[src/inc/adcrd_defines.svh]
/*
 * constants of the converter register access decoder.
 * assumes inclusion from the package only; the design file gets the macros through it.
 */
`ifndef ADCRD_DEFINES_SVH
`define ADCRD_DEFINES_SVH

// ----------------------------------------------------------------
// word layout
// ----------------------------------------------------------------
`define ADCRD_WORD_W        16
`define ADCRD_BYTE_W        8
`define ADCRD_PAYLOAD_W     14
`define ADCRD_ADDR_HI_POS   15
`define ADCRD_ADDR_LO_POS   14
`define ADCRD_RESULT_W      12

// ----------------------------------------------------------------
// control register fields
// ----------------------------------------------------------------
`define ADCRD_CTL_RDSEL_HI  7
`define ADCRD_CTL_RDSEL_LO  6
`define ADCRD_CTL_CONVERT   4
`define ADCRD_CTL_CALSEL_HI 2
`define ADCRD_CTL_CALSEL_LO 1
`define ADCRD_CTL_START_CAL 0

// ----------------------------------------------------------------
// reset values
// ----------------------------------------------------------------
`define ADCRD_CTL_RESET     14'h0000
`define ADCRD_TEST_RESET    14'h0000
`define ADCRD_CAL_RESET     14'h0000
`define ADCRD_WORD_RESET    16'h0000

`endif

[src/inc/adcrd_pkg.sv]
/*
 * types of the converter register access decoder.
 * assumes adcrd_defines.svh is on the include path.
 */
`include "adcrd_defines.svh"

package adcrd_pkg;

   // ----------------------------------------------------------------
   // write address field and read select field
   // ----------------------------------------------------------------
   typedef enum logic [1:0] {
      ADCRD_WA_NONE = 2'h0,
      ADCRD_WA_TEST = 2'h1,
      ADCRD_WA_CAL  = 2'h2,
      ADCRD_WA_CTL  = 2'h3
   } adcrd_waddr_t;

   typedef enum logic [1:0] {
      ADCRD_RS_DATA   = 2'h0,
      ADCRD_RS_TEST   = 2'h1,
      ADCRD_RS_CAL    = 2'h2,
      ADCRD_RS_STATUS = 2'h3
   } adcrd_rsel_t;

   // ----------------------------------------------------------------
   // byte pairing state
   // ----------------------------------------------------------------
   typedef enum logic {
      ADCRD_WAIT_LOW  = 1'b0,
      ADCRD_WAIT_HIGH = 1'b1
   } adcrd_phase_t;

   // ----------------------------------------------------------------
   // host pin bundle, sampled as a group
   // ----------------------------------------------------------------
   typedef struct packed {
      logic        chip_select_n;
      logic        read_n;
      logic        write_n;
      logic        high_byte_enable;
      logic [11:0] data_lines;
   } adcrd_pins_t;

endpackage

[src/design/adcrd_access.sv]
/*
 * register access front end of the parallel host port of a 12-bit
 * sampling converter: byte pairing, write decode, read select.
 * assumes the host pins are asynchronous to ref_clk and that the
 * converter core supplies result, status and completion pulses.
 */
`timescale 1ns/1ns

// Behaviour
// - a register write is one 16-bit word sent as two byte writes
// - each byte travels on data lines 0 to 7, line 0 the lsb
// - top two word bits address a register, low 14 bits are stored
// - address 00 writes nothing
// - address 01 loads the test register
// - address 10 loads the selected calibration register
// - address 11 loads the control register
// - read select lives in control bits 7 and 6
// - read select is 00 after reset, reads return converter data
// - read select holds until the host writes a new one
// - converter data reads with four leading zeros above 12 bits
// - select 01 test, 10 calibration, 11 status
// - control write-only, data and status read-only, others both
// - defaults allow read-only use with write strobe held high
// - read with high byte enable low drives 12 bits at once
// - with start calibration low, cal select picks the cal register
// - control register bits reset to zero

module adcrd_access
   import adcrd_pkg::*;
#(
   parameter int CAL_COUNT = 4
) (
   // clock and reset
   input  wire logic                  ref_clk,
   input  wire logic                  arst_n,
   // host pins
   input  wire adcrd_pins_t           pins,
   output      logic [11:0]           data_lines_out,
   output      logic                  data_lines_oe,
   // converter core
   input  wire logic [11:0]           conv_result,
   input  wire logic [15:0]           status_word,
   input  wire logic                  conv_done,
   input  wire logic                  cal_done,
   // control to core
   output      logic [13:0]           control,
   output      logic [13:0]           test_reg
);

   // ----------------------------------------------------------------
   // pin synchronisers
   // ----------------------------------------------------------------
   adcrd_pins_t pins_meta;
   adcrd_pins_t pins_sync;
   logic        write_n_prev;
   logic        read_act_prev;

   // ----------------------------------------------------------------
   // strobe decode
   // ----------------------------------------------------------------
   // a byte is taken when the write strobe rises; a host that ties the
   // strobe high never produces one, so reset defaults stand
   wire         selected         = !pins_sync.chip_select_n;
   wire         write_end        = selected && pins_sync.write_n && !write_n_prev;
   wire         read_active      = selected && !pins_sync.read_n;
   wire         read_start       = read_active && !read_act_prev;
   wire         high_byte_enable = pins_sync.high_byte_enable;
   wire [7:0]   byte_in          = pins_sync.data_lines[7:0];

   // reset values match idle pins, so no false strobe edge after reset
   always_ff @(posedge ref_clk or negedge arst_n) begin
      if (!arst_n) begin
         pins_meta     <= '{1'b1, 1'b1, 1'b1, 1'b0, 12'h000};
         pins_sync     <= '{1'b1, 1'b1, 1'b1, 1'b0, 12'h000};
         write_n_prev  <= 1'b1;
         read_act_prev <= 1'b0;
      end else begin
         pins_meta     <= pins;
         pins_sync     <= pins_meta;
         write_n_prev  <= pins_sync.write_n;
         read_act_prev <= read_active;
      end
   end

   // ----------------------------------------------------------------
   // byte pairing
   // ----------------------------------------------------------------
   adcrd_phase_t phase;
   adcrd_phase_t next_phase;
   logic [7:0]   staged_low;

   // low byte first, high byte second
   always_comb begin
      next_phase = phase;
      if (write_end) begin
         unique case (phase)
            ADCRD_WAIT_LOW:  next_phase = ADCRD_WAIT_HIGH;
            ADCRD_WAIT_HIGH: next_phase = ADCRD_WAIT_LOW;
         endcase
      end
   end

   always_ff @(posedge ref_clk or negedge arst_n) begin
      if (!arst_n) begin
         phase      <= ADCRD_WAIT_LOW;
         staged_low <= 8'h00;
      end else begin
         phase <= next_phase;
         if (write_end && phase == ADCRD_WAIT_LOW) begin
            staged_low <= byte_in;
         end
      end
   end

   // word is complete only on the second byte
   wire                 word_done = write_end && phase == ADCRD_WAIT_HIGH;
   wire [15:0]          word      = {byte_in, staged_low};
   wire adcrd_waddr_t   waddr     = adcrd_waddr_t'(word[`ADCRD_ADDR_HI_POS:
                                                        `ADCRD_ADDR_LO_POS]);
   wire [13:0]          payload   = word[`ADCRD_PAYLOAD_W-1:0];

   // address 00 matches none of these, so nothing changes
   wire                 wr_test   = word_done && waddr == ADCRD_WA_TEST;
   wire                 wr_cal    = word_done && waddr == ADCRD_WA_CAL;
   wire                 wr_ctl    = word_done && waddr == ADCRD_WA_CTL;

   // ----------------------------------------------------------------
   // control register
   // ----------------------------------------------------------------
   // conversion and calibration start bits clear when the core reports
   // completion; a host write in the same cycle wins over the clear
   logic [13:0] next_control;

   always_comb begin
      next_control = control;
      if (conv_done) begin
         next_control[`ADCRD_CTL_CONVERT] = 1'b0;
      end
      if (cal_done) begin
         next_control[`ADCRD_CTL_START_CAL] = 1'b0;
      end
      if (wr_ctl) begin
         next_control = payload;
      end
   end

   always_ff @(posedge ref_clk or negedge arst_n) begin
      if (!arst_n) begin
         control <= `ADCRD_CTL_RESET;
      end else begin
         control <= next_control; // read select sticks
      end
   end

   wire adcrd_rsel_t    rsel    = adcrd_rsel_t'(control[`ADCRD_CTL_RDSEL_HI:
                                                        `ADCRD_CTL_RDSEL_LO]);
   wire [1:0]           cal_sel = control[`ADCRD_CTL_CALSEL_HI:`ADCRD_CTL_CALSEL_LO];
   // while a calibration runs the select bits name its type, not a register
   wire                 cal_addr_ok = !control[`ADCRD_CTL_START_CAL];

   // ----------------------------------------------------------------
   // test and calibration registers
   // ----------------------------------------------------------------
   logic [13:0] cal_regs [CAL_COUNT];

   always_ff @(posedge ref_clk or negedge arst_n) begin
      if (!arst_n) begin
         test_reg <= `ADCRD_TEST_RESET;
      end else if (wr_test) begin
         test_reg <= payload;
      end
   end

   for (genvar i = 0; i < CAL_COUNT; i++) begin : g_cal
      wire hit = wr_cal && cal_addr_ok && int'(cal_sel) == i;
      always_ff @(posedge ref_clk or negedge arst_n) begin
         if (!arst_n) begin
            cal_regs[i] <= `ADCRD_CAL_RESET;
         end else if (hit) begin
            cal_regs[i] <= payload;
         end
      end
   end

   // ----------------------------------------------------------------
   // read path
   // ----------------------------------------------------------------
   // control has no read source: it is write-only
   wire [13:0]  cal_word  = cal_addr_ok ? cal_regs[cal_sel] : 14'h0000;
   logic [15:0] read_word;

   always_comb begin
      unique case (rsel)
         ADCRD_RS_DATA:   read_word = {4'h0, conv_result};
         ADCRD_RS_TEST:   read_word = {2'h0, test_reg};
         ADCRD_RS_CAL:    read_word = {2'h0, cal_word};
         ADCRD_RS_STATUS: read_word = status_word;
      endcase
   end

   // the cal high byte is frozen on the low-byte read so both halves
   // come from one coefficient even if it is rewritten between
   logic [7:0] cal_high_hold;

   always_ff @(posedge ref_clk or negedge arst_n) begin
      if (!arst_n) begin
         cal_high_hold <= 8'h00;
      end else if (read_start && !high_byte_enable && rsel == ADCRD_RS_CAL) begin
         cal_high_hold <= read_word[15:8];
      end
   end

   wire [7:0]  high_byte = (rsel == ADCRD_RS_CAL) ? cal_high_hold : read_word[15:8];
   // high byte enable low puts 12 bits out in one cycle
   wire [11:0] next_out  = high_byte_enable ? {4'h0, high_byte} : read_word[11:0];

   always_ff @(posedge ref_clk or negedge arst_n) begin
      if (!arst_n) begin
         data_lines_out <= 12'h000;
      end else begin
         data_lines_out <= next_out;
      end
   end

   // drive only while the synchronised read is active
   assign data_lines_oe = read_active && read_act_prev;

endmodule

[config.mk]
export PLATFORM = sky130hd
export DESIGN_NAME = adcrd_access
export DESIGN_NICKNAME = d
export VERILOG_FILES = /design/src/inc/adcrd_pkg.sv /design/src/design/adcrd_access.sv
export VERILOG_INCLUDE_DIRS = /design/src /design/src/inc
export SDC_FILE = /design/constraint.sdc
export NUM_CORES = 1
export LEC_CHECK = 0
export CAP_MARGIN = 40
export CORE_MARGIN = 2
export CORE_UTILIZATION = 45
export DETAILED_ROUTE_END_ITERATION = 8
export DONT_BUFFER_PORTS = 1
export REMOVE_ABC_BUFFERS = 1
export SLEW_MARGIN = 0
export SYNTH_ARGS = -nofsm -noshare
export SYNTH_HDL_FRONTEND = slang
export SYNTH_SLANG_ARGS = --single-unit
[constraint.sdc]
create_clock -name ref_clk -period 3.78 [get_ports ref_clk]
set_clock_uncertainty 0.05 [all_clocks]
set_input_delay 0.567 -clock ref_clk [delete_from_list [all_inputs] [get_ports ref_clk]]
set_output_delay 0.567 -clock ref_clk [all_outputs]
set_load 0.005 [all_outputs]
Word level (Yosys, flattened, before mapping)
Cells that the tools add are included.
W data, S select, Z words.
- memory bits (writable): 0
- memory bits (read-only): 0
- output and inout port bits: 41
- bits in latches: 0
- bits of input ports: 48
- memories: 0
- word-level logic and storage cells: 74
- flip-flop bits (word level): 139
- $add $sub $neg: 0
- equal/unequal tests: 9
- divide/modulo/power cells: 0
- mux-type cells: 11
- reductions and logical operators: 27
- order comparisons: 1
- shifts and indexed selects: 0
- multipliers: 0
- bitwise operators: 2
- operators by type and width (operator ; count):
    $pmux W16 S4 ; 1
    $mux W14 ; 3
    $bmux W14 S2 ; 1
    $logic_and A1 B1 Y1 ; 17
    $eq A2 B2 Y1 const B ; 6
    $mux W12 ; 1
    $mux W8 ; 1
    $eq A2 B1 Y1 const B ; 3
    $logic_not A1 Y1 ; 6
    $mux W5 ; 1
    $logic_not A2 Y1 ; 2
    $reduce_bool A2 Y1 ; 2
    $ge A3 B3 Y1 const B ; 1
    $not A2 Y3 ; 1
    $mux W1 ; 2
    $pmux W1 S2 ; 1
    $not A1 Y1 ; 1

Depth between registers and ports, before layout
Gate-level depths: netlist of the first run.
- word-level depth: 8
- mapped depth: 7
- gate-level depth less buffers: 4

Worst setup path before layout of the first run
OpenSTA, ideal clock, no wires.
- path type: flip-flop to flip-flop
- from: register pins_sync[13] in the netlist's numbering
- to: register cal_regs[31] in the netlist's numbering
- stages on the path, launching flop included: 6
- setup time: 125 ps
- buffers on the path: 1
- data required time: 3605 ps
- slack: 1948 ps
- clock period less this slack: 1832 ps
- data arrival time: 1657 ps
- cells stage by stage: dfstp_2 -> and4bb_4 -> nand3_4 -> nor3b_4 -> buf_12 -> mux2_4
- longest elaborated chain between the ends: 6
- ends and longest elaborated chain (element ; RTL line ; RTL):
    from (decl) ; adcrd_access.sv:54 ; adcrd_pins_t pins_sync;
    from (signal assigned) ; adcrd_access.sv:74 ; pins_sync <= '{1'b1, 1'b1, 1'b1, 1'b0, 12'h000};
    from (signal assigned) ; adcrd_access.sv:79 ; pins_sync <= pins_meta;
    $logic_and A1 B1 Y1 (2 in series) ; adcrd_access.sv:64 ; wire write_end = selected && pins_sync.write_n && !write_n_prev;
    $logic_and A1 B1 Y1 ; adcrd_access.sv:116 ; wire word_done = write_end && phase == ADCRD_WAIT_HIGH;
    $logic_and A1 B1 Y1 ; adcrd_access.sv:124 ; wire wr_cal = word_done && waddr == ADCRD_WA_CAL;
    $logic_and A1 B1 Y1 (2 in series) ; adcrd_access.sv:175 ; wire hit = wr_cal && cal_addr_ok && int'(cal_sel) == i;
    to (signal, indexed assignment) ; adcrd_access.sv:178 ; cal_regs[i] <= `ADCRD_CAL_RESET;
    to (signal, indexed assignment) ; adcrd_access.sv:180 ; cal_regs[i] <= payload;
    to (decl) ; adcrd_access.sv:164 ; logic [13:0] cal_regs [CAL_COUNT];
Every way passes these cells.
A chain may end at the register's enable or synchronous reset.

Worst setup path in the final report of the first run
- from: register control[1]
- to: register data_lines_out[1]
- longest elaborated chain between the ends: 8
- ends and longest elaborated chain (element ; RTL line ; RTL):
    from (decl) ; adcrd_access.sv:46 ; output logic [13:0] control,
    from (signal assigned) ; adcrd_access.sv:149 ; control <= `ADCRD_CTL_RESET;
    from (signal assigned) ; adcrd_access.sv:151 ; control <= next_control;
    $not A2 Y3 (implied by the code) * ; adcrd_access.sv:189 ; wire [13:0] cal_word = cal_addr_ok ? cal_regs[cal_sel] : 14'h0000;
    $bmux W14 S2 * ; adcrd_access.sv:189 ;
    $mux W14 (implied by the code) * (2 in series) ; adcrd_access.sv:189 ;
    $mux W14 * ; adcrd_access.sv:189 ;
    $pmux W16 S4 * ; adcrd_access.sv:193 ; unique case (rsel)
    $mux W8 ; adcrd_access.sv:213 ; wire [7:0] high_byte = (rsel == ADCRD_RS_CAL) ? cal_high_hold : read_word[15:8];
    $mux W12 * ; adcrd_access.sv:215 ; wire [11:0] next_out = high_byte_enable ? {4'h0, high_byte} : read_word[11:0];
    net next_out[1] ; adcrd_access.sv:215 ;
    to (signal assigned) ; adcrd_access.sv:221 ; data_lines_out <= next_out;
    to (decl) ; adcrd_access.sv:38 ; output logic [11:0] data_lines_out,
Mark *: on every way through the listed nets, which the timed path passes. The rest lies on a longest branch. The select of a mux whose other input is x is not followed.

==> flow_summary.json, run 1 <==
{
  "grtUsageTotal_pct": 20.13,
  "wl_met3_um": 823,
  "wl_met1_um": 5584,
  "drtPass1Iterations": 5,
  "violations": "hold timing",
  "synth-compound-area-share_pct": 6.656,
  "fin_util_pct": 51.79,
  "peakVddDrop_v": 0.0002640,
  "antenna_found_initial": 0,
  "syn_area_per_cell_um2": 14.83,
  "fin_nets": 456,
  "p_leak_nw": 3.069,
  "fp.dieArea_um2": 14220,
  "finalSetupViolations": 0,
  "endpoint": "data_lines_out[1]$_DFF_PN0_",
  "ys_types": 43,
  "fp-row-count": 42,
  "h-tree-depth": 4,
  "drive_above_1_share_pct": 39.52,
  "tightest_slew_ns": 0.7074,
  "crit_fanout": 9,
  "reg2reg_depth": 5,
  "netlist_area_um2": 5978,
  "synthAdderAreaFrac_pct": 0,
  "whs_ns": -0.2102,
  "cts_resized": 0,
  "portBuffers": 0,
  "powerDensity_nw_per_um2": 716.6,
  "worstPathRequired_ns": 4.00,
  "crit_path_end_kind": "flop",
  "dpl_worst_slack_ns": 1.427,
  "critPathLaunch": "control[1]$_DFFE_PN0P_",
  "cts.path.max_buffers": 2,
  "synthCells": 403,
  "synthSimpleGateAreaFrac_pct": 6.676,
  "drt_wl_total_um": 13260,
  "r2r-start": "control[1]$_DFFE_PN0P_",
  "reg2reg_slack_ns": 1.43,
  "arrival_ns": 2.57,
  "finalMaxSlewViolations": 0,
  "hold_viol": 132,
  "antenna_left": 0,
  "setup_tns_ns": 0,
  "routed.top_layer": "met4",
  "worstReg2RegEnd": "data_lines_out[1]$_DFF_PN0_",
  "max_freq_ghz": 0.4261,
  "n_fill_cell": 1105,
  "grt_pass1_wl_um": 21110,
  "synth.yosys.seq_area_share_pct": 58.33,
  "hp-class": "input pin to asynchronous set/reset pin",
  "synth_top_family_by_area": "multiplexers",
  "fin_area_um2": 6777,
  "run_status": "finished, violations left",
  "ys_ff_latch": 139,
  "setup_ws_ns": 1.433,
  "clock_sinks": 139,
  "vias": 3388,
  "cts_setup_buffers": 0,
  "wl_per_cell_um": 22.24,
  "cp-start-kind": "flop",
  "dp_hpwl_um": 8701,
  "gp_congestion": 0.7672,
  "start_util_pct": 45.69,
  "yosys_warnings": 0,
  "min_period_over_period_pct": 62.09,
  "fin_crit_ns": 2.347,
  "cts_tree": "yes",
  "cap_violations": 0,
  "area_delta_synth_final_pct": 13.35,
  "cts_buffers": 17,
  "clk_latency_ns": 0.43,
  "cts-root-buf": "clkbuf_16",
  "io_pins": 89,
  "relSlewSlack_pct": 52.66,
  "grt_pass1_vias": 3625,
  "drt-initial-drc-count": 213,
  "place_area_um2": 6157,
  "rsz0062_at_grt": "false",
  "vias_per_cell": 5.685,
  "grt_start_max_net_pins": 140,
  "grt_overflow": 0,
  "largest_reg_flops": 56,
  "die_h_um": 119.3,
  "diodes": 0,
  "synthMuxAreaShare_pct": 25.53,
  "drc": 0,
  "critPathKind": "flop to flop",
  "core_area_um2": 13090,
  "fp.dieW_um": 119.3,
  "synth_xor_area_share_pct": 0.1465,
  "path_clk_slew_ns": 0.06,
  "wl_met2_um": 6601
}
[cells in the mapped netlist]
cell | n | area (um2)
a21oi_1 | 3 | 15.01
clkbuf_1 | 9 | 33.78
buf_4 | 4 | 30.03
buf_1 | 1 | 3.750
nor3b_4 | 1 | 18.77
mux2i_1 | 13 | 130.1
nand3b_1 | 2 | 15.01
nand3b_4 | 1 | 20.02
nor2_1 | 14 | 52.55
nand2_1 | 16 | 60.06
and3_2 | 1 | 7.510
a311oi_1 | 4 | 35.03
nand3_1 | 6 | 30.03
nand3_4 | 2 | 35.03
nand2b_1 | 6 | 37.54
nor2b_1 | 6 | 37.54
dfstp_2 | 7 | 183.9
or3_1 | 1 | 6.260
o21ai_0 | 21 | 105.1
dfrtp_1 | 132 | 3303
and2_1 | 3 | 18.77
a21o_1 | 1 | 7.510
a22oi_1 | 6 | 45.04
xor2_1 | 1 | 8.760
a2111oi_0 | 1 | 8.760
buf_12 | 1 | 20.02
buf_6 | 3 | 33.78
a221oi_1 | 2 | 17.52
buf_2 | 6 | 30.03
inv_1 | 2 | 7.510
and4bb_4 | 1 | 16.27
and3_4 | 1 | 11.26
nor3b_1 | 1 | 7.510
mux2_2 | 66 | 743.2
a211oi_1 | 2 | 15.01
o211ai_1 | 4 | 30.03
a2111oi_2 | 4 | 60.06
mux2_4 | 30 | 450.4
a22o_1 | 6 | 52.55
nor3_4 | 1 | 16.27
mux4_2 | 9 | 202.7
or3b_2 | 1 | 8.760
o22ai_1 | 1 | 6.260
[layout make-up]
class | instances | area [um2] | share of cell area (%)
well taps | 176 | 220.2 | 3.250
inverters | 2 | 7.507 | 0.1108
multi-input cells | 238 | 2332 | 34.42
clock inverters | 10 | 138.9 | 2.049
repair buffers | 10 | 110.1 | 1.625
flip-flops and latches | 139 | 3487 | 51.46
clock buffers | 21 | 480.5 | 7.090
[critical path: stages, from the launching register on]
cell,delay [ns]
dfrtp_1,0.71
buf_4,0.32
or3_1,0.28
nor2_1,0.10
a2111oi_2,0.53
o211ai_1,0.20
[report_power, final]
group	total [mW]	internal (mW)	switching [mW]	leakage [nW]
Clock	1.73	1.10	0.625	0.294
Combinational	0.926	0.510	0.415	0.987
Sequential	2.20	1.84	0.367	1.79
Total	4.86	3.45	1.41	3.07
[cells by family (layout without fill, tap and decap cells)]
logic type | Yosys count | after routing
simple gates | 64 | 64
buf+inv | 26 | 43
flops | 139 | 139
xor+xnor | 1 | 1
mux | 118 | 118
compound gates | 55 | 55
[per-stage QoR]
stage	instances	power (mW)
2_1_floorplan	379	2.802
3_3_place_gp	562	3.100
3_5_place_dp	565	3.157
4_1_cts	596	4.897
5_1_grt	596	5.090
6_report	596	4.856
[placed cells by master (no fill, tap or decap), types with 3 or more instances in the layout]
cell type	netlist	layout
nand2_1	16	16
a22o_1	6	6
nand3_1	6	6
clkinvlp_4	0	4
clkbuf_8	0	4
a311oi_1	4	4
a21oi_1	3	3
mux4_2	9	9
bufinv_16	0	3
mux2i_1	13	13
nor2_1	14	14
dfstp_2	7	7
o211ai_1	4	4
nor2b_1	6	6
buf_4	4	7
a2111oi_2	4	4
o21ai_0	21	21
and2_1	3	3
clkbuf_16	0	17
a22oi_1	6	6
mux2_4	30	30
mux2_2	66	66
dfrtp_1	132	132
nand2b_1	6	6
[how the worst min path moves through the flow]
stage | end | slack, ns | depth (start not counted)
6_report | byte_in[3]$_DFF_PN0_ | -0.21 | 0
5_1_grt | byte_in[3]$_DFF_PN0_ | -0.23 | 0
4_1_cts | control[11]$_DFFE_PN0P_ | -0.23 | 0
3_5_place_dp | byte_in[3]$_DFF_PN0_ | 0.23 | 0
3_3_place_gp | byte_in[3]$_DFF_PN0_ | 0.22 | 0
2_1_floorplan | byte_in[0]$_DFF_PN0_ | 0.22 | 0
[metal layers]
layer	global-route usage, %	up-vias
met2	31.36	91
met4	7.366	0
li1	-	1478
met5	0	-
met1	26.03	1796
met3	7.088	23
Power figures use the tool's default switching activity.
==> inputs of run 2 (changes only) <==
--- a/config.mk
+++ b/config.mk
@@ -6,6 +6,7 @@
 export SDC_FILE = /design/constraint.sdc
 export NUM_CORES = 1
 export LEC_CHECK = 0
+export ABC_AREA = 1
 export CAP_MARGIN = 40
 export CORE_MARGIN = 2
 export CORE_UTILIZATION = 45
==> constraint.sdc (replaced) <==
create_clock -name ref_clk -period 2 [get_ports ref_clk]
set_clock_uncertainty 0.05 [all_clocks]
set_input_delay 0.3 -clock ref_clk [delete_from_list [all_inputs] [get_ports ref_clk]]
set_output_delay 0.3 -clock ref_clk [all_outputs]
set_load 0.005 [all_outputs]
==> run 2 against run 1 <==
Net effect:
- the run still ends with hold timing left
- worst hold slack got worse by 0.27 ns
- clock-buffer cell count decreased by 3
- core utilization increased by 3.0 points
- final cell count increased by 43%
- sequential power increased by 84%
- flip-flop and latch count unchanged
==> flow_summary.json, run 2 <==
{
  "run_status": "finished, violations left",
  "violations": "hold timing",
  "relSlewSlack_pct": 70.14,
  "max_stage_delay_ns": 0.53,
  "fin_util_pct": 54.79,
  "worst-path-buf-inv": 0,
  "vias": 4246,
  "setup_tns_ns": 0,
  "netlist_area_um2": 5918,
  "fp-row-count": 41,
  "p_int_mw": 6.644,
  "cts_setup_buffers": 0,
  "synth_top_area_share_pct": 55.81,
  "ys_types": 31,
  "fp.dieW_um": 118.7,
  "rsz0062_at_grt": "false",
  "crit_fanout": 28,
  "path_clk_slew_ns": 0.06,
  "area_delta_synth_final_pct": 17.78,
  "gp_congestion": 0.8182,
  "hold_viol": 139,
  "cp_cell_sequence": "nor3b_4 > nand2_4 > nor2_8 > nand3_4 > nand2_1 > o21ai_2",
  "powerDensity_nw_per_um2": 1424,
  "finalSetupViolations": 0,
  "cts_resized": 0,
  "antenna_left": 0,
  "cts_tree": "yes",
  "clk_latency_ns": 0.42,
  "max_freq_ghz": 0.5434,
  "grtUsageTotal_pct": 21.07,
  "cts_buffers": 17,
  "synth.most_common_cell": "nand2_1",
  "start_util_pct": 46.52,
  "cts.path.max_buffers": 2,
  "yosys.area.top_type": "dfrtp_1",
  "synth.yosys.seq_area_share_pct": 58.92,
  "min_period_over_period_pct": 92.02,
  "clock_sinks": 139,
  "arrival_ns": 2.09,
  "drive_above_1_share_pct": 15.96,
  "drt-initial-drc-count": 271,
  "ys_top_cells_by_count": "nand2_1 (258), dfrtp_1 (132), o21ai_0 (46)",
  "crit_path_end_kind": "flop",
  "fin_nets": 718,
  "synth_edf_count": 0,
  "cts-root-buf": "clkbuf_16",
  "critPathKind": "flop to flop",
  "die_h_um": 118.7,
  "synthCells": 638,
  "p_clk_share_pct": 34.9,
  "portBuffers": 0,
  "cp-start-kind": "flop",
  "drt_wl_total_um": 13820,
  "fp.dieArea_um2": 14080,
  "hold_buffers": 12,
  "syn_area_per_cell_um2": 9.276,
  "ys_ff_latch": 139,
  "drtPass1Iterations": 5,
  "yosys_warnings": 0,
  "async_reset_ff_share_pct": 100.0,
  "hp-class": "input pin to asynchronous set/reset pin",
  "whs_ns": -0.4761,
  "p_seq_share_pct": 40.8,
  "drc": 0,
  "synth_area_leaders": "dfrtp_1 (56%), nand2_1 (16%), o21ai_2 (4.6%)",
  "antenna_found_initial": 0,
  "grt_overflow": 0,
  "p_leak_nw": 3.393,
  "comb_power_share_pct": 24.4,
  "mostFrequentLayoutCells": "nand2_1 (258), dfrtp_1 (132), o21ai_0 (46)",
  "total_power_mw": 9.928,
  "dp_hpwl_um": 9064,
  "fin_crit_ns": 1.840,
  "grt_pass1_wl_um": 22740,
  "cap_violations": 0,
  "ys.flop_type": "dfrtp_1",
  "finalMaxSlewViolations": 0,
  "crit_slowest_cell": "dfstp_2",
  "h-tree-depth": 4,
  "netSwitchingFraction_pct": 33.07,
  "peakVddDrop_v": 0.0005920,
  "wl_per_cell_um": 16.16,
  "worstPathRequired_ns": 2.25,
  "cp_top_family": "simple AND/OR/NAND/NOR gates",
  "largest_reg_flops": 56,
  "grt_start_max_net_pins": 140,
  "io_pins": 89,
  "p_switching_mw": 3.283,
  "vias_per_cell": 4.966,
  "final_common_cell": "nand2_1",
  "diodes": 0,
  "grt_pass1_vias": 4345,
  "tightest_slew_ns": 0.4466,
  "core_area_um2": 12720
}
==> run 2: layout make-up <==
type	instances	area, um2
fillers	1190	5752
flip-flops and latches	139	3487
multi-input cells	429	2086
clock buffers	18	439.2
repair buffers	38	355.3
clock inverters	14	219.0
well taps	172	215.2
inverters	45	168.9
==> run 2: cells by family (layout without fill, tap and decap cells) <==
| group | count (synthesis) | in the layout | share of synthesized area [%] |
|---|---|---|---|
| simple gates | 296 | 296 | 21.46 |
| flops | 139 | 139 | 58.92 |
| compound gates | 132 | 132 | 13.64 |
| buf+inv | 70 | 115 | 5.835 |
| xor+xnor | 1 | 1 | 0.1480 |
==> run 2: routing by layer <==
layer	GRT usage (%)	vias to the layer above	share of wire [%]
met2	33.12	97	47
met5	0	-	0
met3	6.612	11	6.1
met4	6.994	0	1.1
li1	-	2115	-
met1	27.72	2023	46
==> run 2: power by group through the flow <==
stage / combinational, mW / clock [mW] / sequential (mW)
after CTS: 2.44 / 3.53 / 4.06
after global routing: 2.77 / 3.65 / 4.14
final: 2.42 / 3.46 / 4.05
after global placement: 2.36 / 0 / 4.07
after floorplan: 1.56 / 0 / 3.98
after detailed placement: 2.41 / 0 / 4.10
==> run 2: worst paths after layout <==
kind,endpoint,slack (ns),start,depth (start not counted)
worst max-delay path,cal_regs[31]$_DFFE_PN0P_,0.16,pins_sync[13]$_DFF_PN1_,6
min in group ref_clk,control[4]$_DFFE_PN0P_,0.02,conv_done,2
worst max register to register,cal_regs[31]$_DFFE_PN0P_,0.16,pins_sync[13]$_DFF_PN1_,6
worst min-delay path,byte_in[2]$_DFF_PN0_,-0.48,arst_n,0
worst min register to register,byte_in[5]$_DFF_PN0_,0.29,pins_meta[5]$_DFF_PN0_,0
max in group asynchronous,pins_meta[13]$_DFF_PN1_,2.14,arst_n,0
==> run 2: worst reg2reg max path: stages, from the launching register on <==
cell and delay (ns):
dfstp_2 0.53, nor3b_4 0.27, nand2_4 0.10, nor2_8 0.19, nand3_4 0.34, nand2_1 0.18, o21ai_2 0.06
==> run 2: through the flow <==
stage          worst slack (ns)  cell area [um2]  std cells
2_1_floorplan            0.2152             5742        613
3_3_place_gp             0.2115             6182        810
3_5_place_dp             0.1461             6182        810
4_1_cts                  0.1134             6960        854
5_1_grt                0.009725             6970        855
6_report                 0.1596             6970        855
==> inputs of run 3 (changes only) <==
--- a/config.mk
+++ b/config.mk
@@ -6,12 +6,15 @@
 export SDC_FILE = /design/constraint.sdc
 export NUM_CORES = 1
 export LEC_CHECK = 0
-export ABC_AREA = 1
 export CAP_MARGIN = 40
+export CELL_PAD_IN_SITES_DETAIL_PLACEMENT = 0
+export CELL_PAD_IN_SITES_GLOBAL_PLACEMENT = 1
 export CORE_MARGIN = 2
 export CORE_UTILIZATION = 45
 export DETAILED_ROUTE_END_ITERATION = 8
 export DONT_BUFFER_PORTS = 1
+export GPL_TIMING_DRIVEN = 0
+export PLACE_DENSITY_LB_ADDON = 0.1
 export REMOVE_ABC_BUFFERS = 1
 export SLEW_MARGIN = 0
 export SYNTH_ARGS = -nofsm -noshare
==> run 3 against run 2 <==
Net effect:
- the flow still finishes with violations (hold timing)
- clock-buffer cell count up 4
- clock power up 2%
- final cell count down 28%
- flip-flop and latch count unchanged
- first-iteration DRC count down 20%
- global-route usage down 0.14 points
- combinational power down 23%
- die area up 0.98%
- maximum frequency down 5.5%
- worst setup slack worse by 0.11 ns
- register-to-register slack worse by 0.11 ns
- critical path type unchanged
- largest power group unchanged
- highest routed layer unchanged
==> flow_summary.json, run 3 (synthesized netlist as in run 1, its figures left out) <==
{
  "run_status": "finished, violations left",
  "violations": "hold timing",
  "mostFrequentLayoutCells": "dfrtp_1 (127), mux2_2 (66), mux2_4 (30)",
  "grt_overflow": 0,
  "fp-row-count": 42,
  "p_leak_nw": 3.206,
  "tightest_slew_ns": 0.7595,
  "grt_start_max_net_pins": 140,
  "diodes": 0,
  "cp_cell_sequence": "and4bb_4 > nand3_4 > nor3b_4 > buf_8 > mux2_2",
  "cts.path.max_buffers": 2,
  "gp_congestion": 0.7066,
  "min_period_over_period_pct": 97.33,
  "drt_wl_total_um": 14130,
  "peakVddDrop_v": 0.0006022,
  "setup_tns_ns": 0,
  "grtUsageTotal_pct": 20.93,
  "fin_util_pct": 54.72,
  "arrival_ns": 2.21,
  "fin_crit_ns": 1.947,
  "cts-root-buf": "clkbuf_16",
  "cts_buffers": 17,
  "cts_tree": "yes",
  "final_common_cell": "dfrtp_1",
  "dp_hpwl_um": 8720,
  "fin_nets": 475,
  "drc": 0,
  "hold_viol": 139,
  "rsz0062_at_grt": "true",
  "dpl_worst_slack_ns": -0.9510,
  "crit_fanout": 7,
  "grt_pass1_wl_um": 21620,
  "hp-class": "input pin to asynchronous set/reset pin",
  "crit_slowest_cell": "dfstp_2",
  "max_stage_delay_ns": 0.54,
  "clk_latency_ns": 0.43,
  "grt_pass1_vias": 3627,
  "cap_violations": 0,
  "clock_sinks": 139,
  "cp_top_family": "simple AND/OR/NAND/NOR gates",
  "worst-path-buf-inv": 1,
  "io_pins": 89,
  "core_area_um2": 13090,
  "largest_reg_flops": 56,
  "setup_ws_ns": 0.05335,
  "wl_per_cell_um": 22.94,
  "drive_above_1_share_pct": 41.14,
  "finalSetupViolations": 0,
  "area_delta_synth_final_pct": 19.78,
  "powerDensity_nw_per_um2": 1347,
  "fp.dieArea_um2": 14220,
  "crit_path_end_kind": "flop",
  "relSlewSlack_pct": 49.18,
  "die_h_um": 119.3,
  "worstPathRequired_ns": 2.26,
  "start_util_pct": 45.69,
  "vias": 3437,
  "hold_buffers": 14,
  "vias_per_cell": 5.580,
  "fin_cells": 616,
  "whs_ns": -0.4783,
  "antenna_left": 0,
  "max_freq_ghz": 0.5137,
  "fp.dieW_um": 119.3,
  "critPathKind": "flop to flop",
  "portBuffers": 0,
  "h-tree-depth": 4,
  "path_clk_slew_ns": 0.06,
  "antenna_found_initial": 0,
  "drtPass1Iterations": 4,
  "cp-start-kind": "flop",
  "drt-initial-drc-count": 216,
  "finalMaxSlewViolations": 0,
  "place_inst": 561
}
## run 3: final cells by class
type / instances / area (um2)
sequential: 139 / 3501
clock buffer: 22 / 484.2
multi-input combinational: 238 / 2385
fill: 1079 / 5924
clock inverter: 10 / 186.4
tap: 176 / 220.2
timing repair buffer: 29 / 372.9
inverter: 2 / 11.26
## run 3: layer usage
| layer | track usage [%] | vias up | wire, um |
|---|---|---|---|
| li1 | - | 1515 | - |
| met1 | 26.94 | 1828 | 6365 |
| met3 | 6.370 | 18 | 706 |
| met5 | 0 | - | 0 |
| met2 | 33.44 | 76 | 6843 |
| met4 | 7.813 | 0 | 215 |
## run 3: repair_timing
action	CTS	global route
setup buffers	3	6
pin swaps	2	0
setup endpoints to repair	85	46
endpoints found under the hold margin	153	139
resized for setup	11	5
## run 3: worst paths after layout
kind,start,end,slack (ns),cells after the start
hold / removal,arst_n,test_reg[2]$_DFFE_PN0P_,-0.48,0
hold reg to reg,pins_meta[2]$_DFF_PN0_,byte_in[2]$_DFF_PN0_,0.30,0
min in group ref_clk,conv_result[11],data_lines_out[11]$_DFF_PN0_,0.05,2
setup / recovery,pins_sync[13]$_DFF_PN1_,cal_regs[41]$_DFFE_PN0P_,0.05,5
setup reg to reg,pins_sync[13]$_DFF_PN1_,cal_regs[41]$_DFFE_PN0P_,0.05,5
max in group asynchronous,arst_n,pins_meta[14]$_DFF_PN1_,2.06,0
## run 3: power by group
group          total (mW)  leakage, nW  internal [mW]  switching, mW
Clock                3.52        0.319           2.34           1.17
Sequential           4.27         1.78           3.49          0.777
Combinational        1.86         1.11           1.09          0.768
## run 3: metrics by stage
stage          power (mW)  instance area, um2
5_1_grt             10.09                7161
3_3_place_gp        5.857                6047
6_report            9.645                7161
3_5_place_dp        5.986                6157
4_1_cts             9.610                7048
2_1_floorplan       5.295                5827
